[src/inc/two_wire_pkg.sv]
// shared constants and carrier types of the two-wire status block
package two_wire_pkg;

    // ==========================================
    // register map (word aligned byte offsets)
    localparam int ADDR_W = 8;
    localparam logic [7:0] OFF_STATUS = 8'h00;
    localparam logic [7:0] OFF_CONTROL = 8'h04;
    localparam logic [7:0] OFF_TX = 8'h08;
    localparam logic [7:0] OFF_RX = 8'h0C;
    localparam logic [7:0] OFF_IRQ_STATUS = 8'h10;
    localparam logic [7:0] OFF_IRQ_CLEAR = 8'h14;
    localparam logic [7:0] OFF_IRQ_ENABLE = 8'h18;

    // ==========================================
    // field positions and reset values
    localparam int BIT_ON = 15;
    localparam int BIT_WCOL = 7;
    localparam int BIT_OVF = 6;
    localparam int BIT_STOP = 4;
    localparam int BIT_START = 3;
    localparam int LANE_LOW = 0;
    localparam int LANE_ON = 1;
    localparam int BYTE_W = 8;
    localparam logic [7:0] BYTE_RESET = 8'h00;
    localparam logic [31:0] WORD_ZERO = 32'h0000_0000;

    // ==========================================
    // interrupt sources
    localparam int IRQ_N = 5;
    localparam int IRQ_COLLISION = 0;
    localparam int IRQ_WCOL = 1;
    localparam int IRQ_OVF = 2;
    localparam int IRQ_STOP = 3;
    localparam int IRQ_RXFULL = 4;
    localparam logic [IRQ_N-1:0] IRQ_RESET = 5'h00;

    // ==========================================
    // bus answers
    localparam logic [1:0] RESP_OKAY = 2'h0;
    localparam logic [1:0] RESP_SLVERR = 2'h2;

    // ==========================================
    // carriers
    typedef struct packed {
        logic en;
        logic [7:0] addr;
        logic [31:0] data;
        logic [3:0] strb;
    } regWr_t;

    // events from the shift engine, all same-clock one-cycle pulses except busy and rwBit
    typedef struct packed {
        logic masterTxStart;
        logic ackDone;
        logic ackNack;
        logic collision;
        logic generalCallMatch;
        logic tenBitMatch;
        logic addrMatch;
        logic rwBit;
        logic dataRx;
        logic rxReady;
        logic startDet;
        logic stopDet;
        logic txTaken;
        logic busy;
    } engineEvt_t;

    typedef struct packed {
        logic [15:0] rsvdHigh;
        logic ackResult;
        logic txInProgress;
        logic [2:0] rsvdMid;
        logic busCollision;
        logic generalCall;
        logic tenBitMatch;
        logic writeCollision;
        logic rxOverflow;
        logic dataNotAddr;
        logic stopSeen;
        logic startSeen;
        logic readNotWrite;
        logic rxFull;
        logic txFull;
    } status_t;

endpackage : two_wire_pkg

[src/logic/flag_cell.sv]
// sticky flag bit where a set wins over a clear in the same cycle
`timescale 1ns/1ps
`default_nettype none
module flag_cell (
    // clock and reset
    input wire logic core_clk,
    input wire logic rst_b,
    // set and clear
    input wire logic setEv,
    input wire logic clrEv,
    // flag
    output logic flag_q
);
    // set wins so no event is lost at a clear
    always_ff @(posedge core_clk) begin
        if (!rst_b) begin
            flag_q <= 1'b0;
        end else if (setEv) begin
            flag_q <= 1'b1;
        end else if (clrEv) begin
            flag_q <= 1'b0;
        end
    end
endmodule : flag_cell
`default_nettype wire

[src/logic/axi_lite_slave.sv]
// axi4-lite slave front end giving a write pulse and a read strobe
`timescale 1ns/1ps
`default_nettype none
module axi_lite_slave (
    // clock and reset
    input wire logic core_clk,
    input wire logic rst_b,
    // write address and data
    input wire logic [7:0] awaddr,
    input wire logic awvalid,
    output logic awready,
    input wire logic [31:0] wdata,
    input wire logic [3:0] wstrb,
    input wire logic wvalid,
    output logic wready,
    // write response
    output logic [1:0] bresp,
    output logic bvalid,
    input wire logic bready,
    // read address and data
    input wire logic [7:0] araddr,
    input wire logic arvalid,
    output logic arready,
    output logic [31:0] rdata,
    output logic [1:0] rresp,
    output logic rvalid,
    input wire logic rready,
    // register side
    output two_wire_pkg::regWr_t regWr,
    input wire logic wrHit,
    output logic rdStrobe,
    output logic [7:0] rdAddr,
    input wire logic [31:0] rdWord,
    input wire logic rdHit
);
    logic awHeld_q;
    logic wHeld_q;
    logic [7:0] addr_q;
    logic [31:0] data_q;
    logic [3:0] strb_q;
    logic doWrite;

    // channel readies and the write pulse once both halves are held
    assign awready = !awHeld_q;
    assign wready = !wHeld_q;
    assign doWrite = awHeld_q && wHeld_q && !bvalid;
    assign regWr = '{en: doWrite, addr: addr_q, data: data_q, strb: strb_q};
    assign arready = !rvalid;
    assign rdStrobe = arvalid && arready;
    assign rdAddr = araddr;

    // write address holding
    always_ff @(posedge core_clk) begin
        if (!rst_b) begin
            awHeld_q <= 1'b0;
            addr_q <= two_wire_pkg::BYTE_RESET;
        end else if (awvalid && awready) begin
            awHeld_q <= 1'b1;
            addr_q <= awaddr;
        end else if (doWrite) begin
            awHeld_q <= 1'b0;
        end
    end

    // write data holding
    always_ff @(posedge core_clk) begin
        if (!rst_b) begin
            wHeld_q <= 1'b0;
            data_q <= two_wire_pkg::WORD_ZERO;
            strb_q <= 4'h0;
        end else if (wvalid && wready) begin
            wHeld_q <= 1'b1;
            data_q <= wdata;
            strb_q <= wstrb;
        end else if (doWrite) begin
            wHeld_q <= 1'b0;
        end
    end

    // write response
    always_ff @(posedge core_clk) begin
        if (!rst_b) begin
            bvalid <= 1'b0;
            bresp <= two_wire_pkg::RESP_OKAY;
        end else if (doWrite) begin
            bvalid <= 1'b1;
            bresp <= wrHit ? two_wire_pkg::RESP_OKAY : two_wire_pkg::RESP_SLVERR;
        end else if (bready) begin
            bvalid <= 1'b0;
        end
    end

    // read answer one cycle after the address is taken
    always_ff @(posedge core_clk) begin
        if (!rst_b) begin
            rvalid <= 1'b0;
            rdata <= two_wire_pkg::WORD_ZERO;
            rresp <= two_wire_pkg::RESP_OKAY;
        end else if (rdStrobe) begin
            rvalid <= 1'b1;
            rdata <= rdHit ? rdWord : two_wire_pkg::WORD_ZERO;
            rresp <= rdHit ? two_wire_pkg::RESP_OKAY : two_wire_pkg::RESP_SLVERR;
        end else if (rready) begin
            rvalid <= 1'b0;
        end
    end
endmodule : axi_lite_slave
`default_nettype wire

[src/logic/two_wire_status_flags.sv]
// status flags, holding registers and interrupt of a two-wire controller
//
// Operation
// - ack result flag: one means slave did not acknowledge
// - tx in progress from start to ack end
// - bus collision sticky until module re-enabled
// - general call flag set on match, stop clears
// - ten-bit flag set on second byte match
// - tx write while busy discarded, write collision
// - receive while holding full sets overflow flag
// - data/address: address match clears, data sets
// - unused status bits always read zero
// - flags zero at reset; some software clearable
//
// Local design decisions: the address map and register access over AXI4-Lite.
`timescale 1ns/1ps
`default_nettype none
module two_wire_status_flags (
    // clock and reset
    input wire logic core_clk,
    input wire logic rst_b,
    // axi4-lite write channels
    input wire logic [7:0] awaddr,
    input wire logic awvalid,
    output logic awready,
    input wire logic [31:0] wdata,
    input wire logic [3:0] wstrb,
    input wire logic wvalid,
    output logic wready,
    output logic [1:0] bresp,
    output logic bvalid,
    input wire logic bready,
    // axi4-lite read channels
    input wire logic [7:0] araddr,
    input wire logic arvalid,
    output logic arready,
    output logic [31:0] rdata,
    output logic [1:0] rresp,
    output logic rvalid,
    input wire logic rready,
    // shift engine side
    input wire two_wire_pkg::engineEvt_t evt,
    input wire logic [7:0] rxShiftByte,
    output logic moduleOn,
    output logic [7:0] txByte,
    output logic txPending,
    // interrupt
    output logic irq
);
    // ==========================================
    // register bus
    two_wire_pkg::regWr_t regWr;
    two_wire_pkg::status_t statusWord;
    logic wrHit;
    logic rdStrobe;
    logic [7:0] rdAddr;
    logic [31:0] rdWord;
    logic rdHit;

    axi_lite_slave u_bus (
        .core_clk(core_clk),
        .rst_b(rst_b),
        .awaddr(awaddr),
        .awvalid(awvalid),
        .awready(awready),
        .wdata(wdata),
        .wstrb(wstrb),
        .wvalid(wvalid),
        .wready(wready),
        .bresp(bresp),
        .bvalid(bvalid),
        .bready(bready),
        .araddr(araddr),
        .arvalid(arvalid),
        .arready(arready),
        .rdata(rdata),
        .rresp(rresp),
        .rvalid(rvalid),
        .rready(rready),
        .regWr(regWr),
        .wrHit(wrHit),
        .rdStrobe(rdStrobe),
        .rdAddr(rdAddr),
        .rdWord(rdWord),
        .rdHit(rdHit)
    );

    // decoded write strobes and the rx read strobe
    logic lowLane;
    logic statusWr;
    logic controlWr;
    logic txWr;
    logic irqClearWr;
    logic irqEnableWr;
    logic rxRead;
    assign lowLane = regWr.strb[two_wire_pkg::LANE_LOW];
    assign statusWr = regWr.en && regWr.addr == two_wire_pkg::OFF_STATUS && lowLane;
    assign controlWr = regWr.en && regWr.addr == two_wire_pkg::OFF_CONTROL
        && regWr.strb[two_wire_pkg::LANE_ON];
    assign txWr = regWr.en && regWr.addr == two_wire_pkg::OFF_TX && lowLane;
    assign irqClearWr = regWr.en && regWr.addr == two_wire_pkg::OFF_IRQ_CLEAR && lowLane;
    assign irqEnableWr = regWr.en && regWr.addr == two_wire_pkg::OFF_IRQ_ENABLE && lowLane;
    assign rxRead = rdStrobe && rdAddr == two_wire_pkg::OFF_RX;

    // ==========================================
    // control
    logic moduleOn_q;
    logic enableRise;
    assign enableRise = controlWr && regWr.data[two_wire_pkg::BIT_ON] && !moduleOn_q;
    assign moduleOn = moduleOn_q;

    // module on bit
    always_ff @(posedge core_clk) begin
        if (!rst_b) begin
            moduleOn_q <= 1'b0;
        end else if (controlWr) begin
            moduleOn_q <= regWr.data[two_wire_pkg::BIT_ON];
        end
    end

    // ==========================================
    // master transmit flags
    logic ackResultFlag_q;
    logic txInProgressFlag_q;
    logic busCollisionFlag_q;
    logic bclSet;
    assign bclSet = evt.collision && moduleOn_q && !busCollisionFlag_q;

    // acknowledge result taken at end of slave acknowledge
    always_ff @(posedge core_clk) begin
        if (!rst_b) begin
            ackResultFlag_q <= 1'b0;
        end else if (evt.ackDone) begin
            ackResultFlag_q <= evt.ackNack;
        end
    end

    // transmit in progress across eight bits plus acknowledge
    always_ff @(posedge core_clk) begin
        if (!rst_b) begin
            txInProgressFlag_q <= 1'b0;
        end else if (evt.masterTxStart) begin
            txInProgressFlag_q <= 1'b1;
        end else if (evt.ackDone) begin
            txInProgressFlag_q <= 1'b0;
        end
    end

    // collision stays until the module is switched back on
    always_ff @(posedge core_clk) begin
        if (!rst_b) begin
            busCollisionFlag_q <= 1'b0;
        end else if (enableRise) begin
            busCollisionFlag_q <= 1'b0;
        end else if (bclSet) begin
            busCollisionFlag_q <= 1'b1;
        end
    end

    // ==========================================
    // slave address flags
    logic generalCallFlag_q;
    logic tenBitMatchFlag_q;
    logic dataNotAddrFlag_q;
    logic readNotWrite_q;

    // general call and ten-bit match, both dropped at stop
    always_ff @(posedge core_clk) begin
        if (!rst_b) begin
            generalCallFlag_q <= 1'b0;
            tenBitMatchFlag_q <= 1'b0;
        end else begin
            if (evt.generalCallMatch) begin
                generalCallFlag_q <= 1'b1;
            end else if (evt.stopDet) begin
                generalCallFlag_q <= 1'b0;
            end
            if (evt.tenBitMatch) begin
                tenBitMatchFlag_q <= 1'b1;
            end else if (evt.stopDet) begin
                tenBitMatchFlag_q <= 1'b0;
            end
        end
    end

    // last byte kind and direction of the address
    always_ff @(posedge core_clk) begin
        if (!rst_b) begin
            dataNotAddrFlag_q <= 1'b0;
            readNotWrite_q <= 1'b0;
        end else if (evt.addrMatch) begin
            dataNotAddrFlag_q <= 1'b0;
            readNotWrite_q <= evt.rwBit;
        end else if (evt.dataRx) begin
            dataNotAddrFlag_q <= 1'b1;
        end
    end

    // ==========================================
    // software clearable flags
    logic writeCollisionFlag_q;
    logic rxOverflowFlag_q;
    logic stopFlag_q;
    logic startFlag_q;
    logic wcolSet;
    logic ovfSet;
    logic rxFullFlag_q;
    assign wcolSet = txWr && evt.busy;
    assign ovfSet = evt.rxReady && rxFullFlag_q;

    flag_cell u_wcol (
        .core_clk(core_clk),
        .rst_b(rst_b),
        .setEv(wcolSet),
        .clrEv(statusWr && !regWr.data[two_wire_pkg::BIT_WCOL]),
        .flag_q(writeCollisionFlag_q)
    );
    flag_cell u_ovf (
        .core_clk(core_clk),
        .rst_b(rst_b),
        .setEv(ovfSet),
        .clrEv(statusWr && !regWr.data[two_wire_pkg::BIT_OVF]),
        .flag_q(rxOverflowFlag_q)
    );
    flag_cell u_stop (
        .core_clk(core_clk),
        .rst_b(rst_b),
        .setEv(evt.stopDet),
        .clrEv(evt.startDet || (statusWr && !regWr.data[two_wire_pkg::BIT_STOP])),
        .flag_q(stopFlag_q)
    );
    flag_cell u_start (
        .core_clk(core_clk),
        .rst_b(rst_b),
        .setEv(evt.startDet),
        .clrEv(evt.stopDet || (statusWr && !regWr.data[two_wire_pkg::BIT_START])),
        .flag_q(startFlag_q)
    );

    // ==========================================
    // holding registers
    logic [7:0] rxHolding_q;
    logic [7:0] txHolding_q;
    logic txFullFlag_q;
    logic rxLoad;
    assign rxLoad = evt.rxReady && !rxFullFlag_q;
    assign txByte = txHolding_q;
    assign txPending = txFullFlag_q;

    // receive side, an overflowing byte is dropped
    always_ff @(posedge core_clk) begin
        if (!rst_b) begin
            rxHolding_q <= two_wire_pkg::BYTE_RESET;
            rxFullFlag_q <= 1'b0;
        end else if (rxLoad) begin
            rxHolding_q <= rxShiftByte;
            rxFullFlag_q <= 1'b1;
        end else if (rxRead) begin
            rxFullFlag_q <= 1'b0;
        end
    end

    // transmit side, busy writes never land
    always_ff @(posedge core_clk) begin
        if (!rst_b) begin
            txHolding_q <= two_wire_pkg::BYTE_RESET;
            txFullFlag_q <= 1'b0;
        end else if (txWr && !evt.busy) begin
            txHolding_q <= regWr.data[two_wire_pkg::BYTE_W-1:0];
            txFullFlag_q <= 1'b1;
        end else if (evt.txTaken) begin
            txFullFlag_q <= 1'b0;
        end
    end

    // ==========================================
    // interrupt status, clear and enable
    logic [two_wire_pkg::IRQ_N-1:0] irqEvents;
    logic [two_wire_pkg::IRQ_N-1:0] irqStatus;
    logic [two_wire_pkg::IRQ_N-1:0] irqEnable_q;
    assign irqEvents = {rxLoad, evt.stopDet, ovfSet, wcolSet, bclSet};

    // one sticky cell per source
    for (genvar i = 0; i < two_wire_pkg::IRQ_N; i++) begin : g_irq
        flag_cell u_cell (
            .core_clk(core_clk),
            .rst_b(rst_b),
            .setEv(irqEvents[i]),
            .clrEv(irqClearWr && regWr.data[i]),
            .flag_q(irqStatus[i])
        );
    end

    // enable mask
    always_ff @(posedge core_clk) begin
        if (!rst_b) begin
            irqEnable_q <= two_wire_pkg::IRQ_RESET;
        end else if (irqEnableWr) begin
            irqEnable_q <= regWr.data[two_wire_pkg::IRQ_N-1:0];
        end
    end
    assign irq = |(irqStatus & irqEnable_q);

    // ==========================================
    // read mux
    always_comb begin
        statusWord = '0;
        statusWord.ackResult = ackResultFlag_q;
        statusWord.txInProgress = txInProgressFlag_q;
        statusWord.busCollision = busCollisionFlag_q;
        statusWord.generalCall = generalCallFlag_q;
        statusWord.tenBitMatch = tenBitMatchFlag_q;
        statusWord.writeCollision = writeCollisionFlag_q;
        statusWord.rxOverflow = rxOverflowFlag_q;
        statusWord.dataNotAddr = dataNotAddrFlag_q;
        statusWord.stopSeen = stopFlag_q;
        statusWord.startSeen = startFlag_q;
        statusWord.readNotWrite = readNotWrite_q;
        statusWord.rxFull = rxFullFlag_q;
        statusWord.txFull = txFullFlag_q;
    end

    // read data and decode hit
    always_comb begin
        rdWord = two_wire_pkg::WORD_ZERO;
        rdHit = 1'b1;
        unique case (rdAddr)
            two_wire_pkg::OFF_STATUS: rdWord = statusWord;
            two_wire_pkg::OFF_CONTROL: rdWord[two_wire_pkg::BIT_ON] = moduleOn_q;
            two_wire_pkg::OFF_RX: rdWord[two_wire_pkg::BYTE_W-1:0] = rxHolding_q;
            two_wire_pkg::OFF_IRQ_STATUS: rdWord[two_wire_pkg::IRQ_N-1:0] = irqStatus;
            two_wire_pkg::OFF_IRQ_ENABLE: rdWord[two_wire_pkg::IRQ_N-1:0] = irqEnable_q;
            two_wire_pkg::OFF_TX, two_wire_pkg::OFF_IRQ_CLEAR: rdWord = two_wire_pkg::WORD_ZERO;
            default: rdHit = 1'b0;
        endcase
    end
    assign wrHit = regWr.addr == two_wire_pkg::OFF_STATUS
        || regWr.addr == two_wire_pkg::OFF_CONTROL || regWr.addr == two_wire_pkg::OFF_TX
        || regWr.addr == two_wire_pkg::OFF_RX || regWr.addr == two_wire_pkg::OFF_IRQ_STATUS
        || regWr.addr == two_wire_pkg::OFF_IRQ_CLEAR || regWr.addr == two_wire_pkg::OFF_IRQ_ENABLE;
endmodule : two_wire_status_flags
`default_nettype wire

[config.mk]
export PLATFORM = sky130hd
export DESIGN_NAME = two_wire_status_flags
export DESIGN_NICKNAME = d
export VERILOG_FILES = /design/src/inc/two_wire_pkg.sv /design/src/logic/flag_cell.sv /design/src/logic/axi_lite_slave.sv /design/src/logic/two_wire_status_flags.sv
export SDC_FILE = /design/constraint.sdc
export NUM_CORES = 1
export LEC_CHECK = 0
export BUFFER_PORTS_ARGS = -buffer_cell sky130_fd_sc_hd__buf_2
export CELL_PAD_IN_SITES_DETAIL_PLACEMENT = 1
export CELL_PAD_IN_SITES_GLOBAL_PLACEMENT = 1
export CORE_MARGIN = 3
export CORE_UTILIZATION = 30
export DETAILED_ROUTE_END_ITERATION = 16
export PLACE_DENSITY_LB_ADDON = 0.1
export SLEW_MARGIN = 20
export SYNTH_ARGS = -nofsm -noshare
export SYNTH_HDL_FRONTEND = slang
export SYNTH_SLANG_ARGS = --single-unit
[constraint.sdc]
create_clock -name core_clk -period 1.45 [get_ports core_clk]
set_input_delay 0 -clock core_clk [delete_from_list [all_inputs] [get_ports core_clk]]
set_output_delay 0 -clock core_clk [all_outputs]
set_load 0.03 [all_outputs]
==> flow_summary_export.csv <==
group,metric,value,unit
detailed_routing,drt-total-wl,9.986,mm
power_and_ir_drop,power.density,1029,mW/mm²
cells_and_area,drive_above_1_share,30.02,%
die,rows,37,
power_and_ir_drop,vdd_ir_drop_max,477.6,µV
clock_tree,cts_max_path_buffers,2,
yosys,syn-cell-area,0.003296,mm²
yosys,synth-edff-count,0,
clock_tree,cts_tree,"done",
die,die_x,110.8,µm
sta,final_max_slew_viol_count,0,
die,initial_utilization,31.36,%
sta,fin_skew,0.007770,ns
clock_tree,clkSinkCount,78,
clock_tree,clkTransAtPathRegs,0.08,ns
clock_tree,htreeDepth,3,
clock_tree,cts-root-buf,"clkbuf_8",
worst_setup_path,cp_num_cells,4,
worst_setup_path,startpoint,"u_bus.addr_q[5]",
die,die-area,0.01228,mm²
cells_and_area,multiInputGateArea,0.001638,mm²
sta,maxSlewHeadroom,57.84,%
detailed_routing,dr.pass1.iters,4,
sta,setup_viol,12,
global_routing,grt_start_max_net_pins,58,
power_and_ir_drop,intPower,0.003715,W
detailed_routing,drt_iter0_markers,102,
power_and_ir_drop,comb_power_share,14.2,%
cells_and_area,finalNetCount,610,
yosys,avgSynthCellArea,8.859,µm²
die,die_y,110.8,µm
worst_setup_path,cp_num_buf_inv,0,
worst_setup_path,cp_max_fo,4,
detailed_routing,drc,0,
clock_tree,insertion_delay,0.34,ns
die,io_pins,133,
worst_setup_path,worstReg2RegStart,"u_bus.addr_q[5]",
worst_setup_path,max_stage_delay,0.43,ns
power_and_ir_drop,clock_power_share,39.5,%
detailed_routing,wl_per_cell,14.93,µm
worst_setup_path,arrival,1.87,ns
place,dpl.cell_count,606,
worst_setup_path,cp-start-kind,"flip-flop",
yosys,synth.distinct_cells,39,
cells_and_area,regArea,0.001567,mm²
power_and_ir_drop,seq_power_share,46.3,%
sta,whs,0.03366,ns
place,place_congestion,0.7893,
outcome,violations,"negative setup slack",
worst_setup_path,regToRegSetupSlack,-0.15,ns
cells_and_area,final_common_cell,"buf_2",
sta,finalCritPeriodShare,110.6,%
yosys,synth_sequential_area_ratio,47.38,%
worst_setup_path,crit_slowest_cell,"or3_4",
detailed_routing,ant_nets,0,
worst_setup_path,critPathKind,"reg2reg",
yosys,synth-seq-cells,78,
flow_run,cap_violations,0,
worst_setup_path,worst-r2r-cell-count,4,
global_routing,grt_pass1_wl,16.21,mm
sta,clock.fmax,623.6,MHz
detailed_routing,vias_per_cell,4.679,
worst_setup_path,crit_end,"moduleOn",
power_and_ir_drop,sw_frac_of_total,24.74,%
cells_and_area,layout.cells.non_filler,669,
sta,worstMarginPinSlew,0.6324,ns
yosys,async_flop_share,0,%
worst_setup_path,cp_top_family,"simple AND/OR/NAND/NOR gates",
worst_setup_path,endpoint_kind,"flip-flop",
place,io_buffer_count,86,
outcome,status,"finished with violations",
worst_setup_path,required,1.71,ns
cells_and_area,syn2layout_area_growth,45.56,%
power_and_ir_drop,switching_power,0.001221,W
sta,hold_viol,0,
global_routing,grt_usage,16.13,%
power_and_ir_drop,p_leak,2.124,nW
cells_and_area,diodes,0,
global_routing,grt-ovfl-total,0,
global_routing,antenna_found_initial,0,
min_path,min_path_type,"in2reg",
sta,rsz0062_at_grt,"yes",
power_and_ir_drop,finalPower,0.004936,W
detailed_routing,vias,3130,
clock_tree,cts_inserted_buffers,9,
sta,worst_slack,-0.1536,ns
yosys,synth_ff_type,"dfxtp_1",
global_routing,first_global_vias,3243,
place,dpl_worst_slack,-0.1630,ns
yosys,yosysWarnings,0,
yosys,syn_inst,372,
sta,fin_crit,1.604,ns
place,dp_hpwl,7.039,mm
worst_setup_path,r2r_end,"moduleOn",
cells_and_area,final_cell_mix,"buf_2, dfxtp_1, nand2_1",
die,core,0.01051,mm²
worst_setup_path,path_cells,"or3_4 > nor4_4 > and4_1 > mux2i_1",
cells_and_area,nFillCells,1256,
[Yosys cell counts (2+ instances only)]
| master | count | area share, % |
|---|---|---|
| mux2_2 | 5 | 1.7 |
| nor3b_1 | 3 | 0.68 |
| nand3b_1 | 5 | 1.1 |
| o21ai_0 | 13 | 2.0 |
| dfxtp_1 | 78 | 47 |
| nand4_1 | 5 | 0.95 |
| nor2b_1 | 4 | 0.76 |
| a32oi_1 | 2 | 0.53 |
| nor4_2 | 2 | 0.76 |
| nand2b_1 | 6 | 1.1 |
| or2_2 | 2 | 0.38 |
| a22oi_1 | 16 | 3.6 |
| or3_1 | 2 | 0.38 |
| nor4b_1 | 2 | 0.53 |
| buf_4 | 21 | 4.8 |
| nand2_1 | 52 | 5.9 |
| mux2i_1 | 25 | 7.6 |
| nor2_1 | 41 | 4.7 |
| and2_1 | 2 | 0.38 |
| nor4_4 | 2 | 1.3 |
| inv_1 | 8 | 0.91 |
| a31oi_1 | 6 | 1.1 |
| a21oi_1 | 30 | 4.6 |
| nand3_1 | 4 | 0.61 |
| clkbuf_1 | 17 | 1.9 |
| nor3_1 | 6 | 0.91 |
[worst min-delay path by stage]
stage / from / depth (start not counted) / end
global placement: evt[7] / 2 / dataNotAddrFlag_q
detailed placement: evt[7] / 2 / dataNotAddrFlag_q
finish: evt[2] / 3 / g_irq[3].u_cell.flag_q
CTS: evt[2] / 3 / u_stop.flag_q
floorplan: evt[7] / 1 / dataNotAddrFlag_q
global route: araddr[4] / 3 / u_bus.rresp[1]
[power by group through the flow]
stage / combinational, W / sequential [W] / clock (W)
2_1_floorplan: 0.000373 / 0.00233 / 0
3_3_place_gp: 0.000559 / 0.00233 / 0
3_5_place_dp: 0.000567 / 0.00233 / 0
4_1_cts: 0.000674 / 0.00228 / 0.00203
5_1_grt: 0.000769 / 0.00230 / 0.00211
6_report: 0.000699 / 0.00229 / 0.00195
[worst min-delay path, delay by kind of cell]
family,cells,cell delay (ns)
AO/OA/AOI/OAI,2,0.22
buffers and inverters,1,0.12
[sequential cells by signal (all words and copies together) (netlist names), 2 cells and up]
name                 flops
g_irq.u_cell.flag_q      5
u_bus.rdata             13
u_bus.data_q             9
irqEnable_q              5
txByte                   8
u_bus.strb_q             2
u_bus.addr_q             8
rxHolding_q              8
[timing repair]
action	4_1_cts	5_1_grt
pin swaps	2	8
gates cloned	0	0
setup buffers	1	1
hold buffers	46	0
hold endpoints to repair	43	0
setup endpoints to repair	21	36
gates resized for setup	4	21
[logic make-up (layout without fill, tap and decap cells)]
kind of cell	count (synthesis)	after routing	share of synthesized area (%)
AO/OA/AOI/OAI	72	72	13.21
buffers and inverters	47	188	7.783
flip-flops	78	78	47.38
multiplexers	30	30	9.301
other	1	21	0.1138
AND/OR/NAND/NOR	144	144	22.21
[metrics by stage]
step / area (µm²) / TNS [ns] / utilization [%]
finish: 4797 / -1.146 / 45.65
global route: 4797 / -2.360 / 45.65
CTS: 4713 / -1.420 / 44.85
detailed placement: 3988 / -1.501 / 37.95
global placement: 3988 / -0.9442 / 37.95
floorplan: 3382 / -0.8662 / -
[cell type report]
type	count	share of cell area, %
clock buffer	11	2.947
sequential	78	32.66
clock inverter	4	1.982
multi-input combinational	267	34.14
timing repair buffer	165	24.10
inverter	8	0.6260
tap	136	3.547
[per-layer routing]
metal / share of wire, % / global-route usage [%] / up-vias
li1: - / - / 1570
met1: 47 / 20.51 / 1469
met2: 47 / 27.27 / 82
met3: 4.2 / 3.657 / 9
met4: 1.4 / 4.762 / 0
met5: 0 / 0 / -
Note: power is estimated with default switching activity, not from simulation.
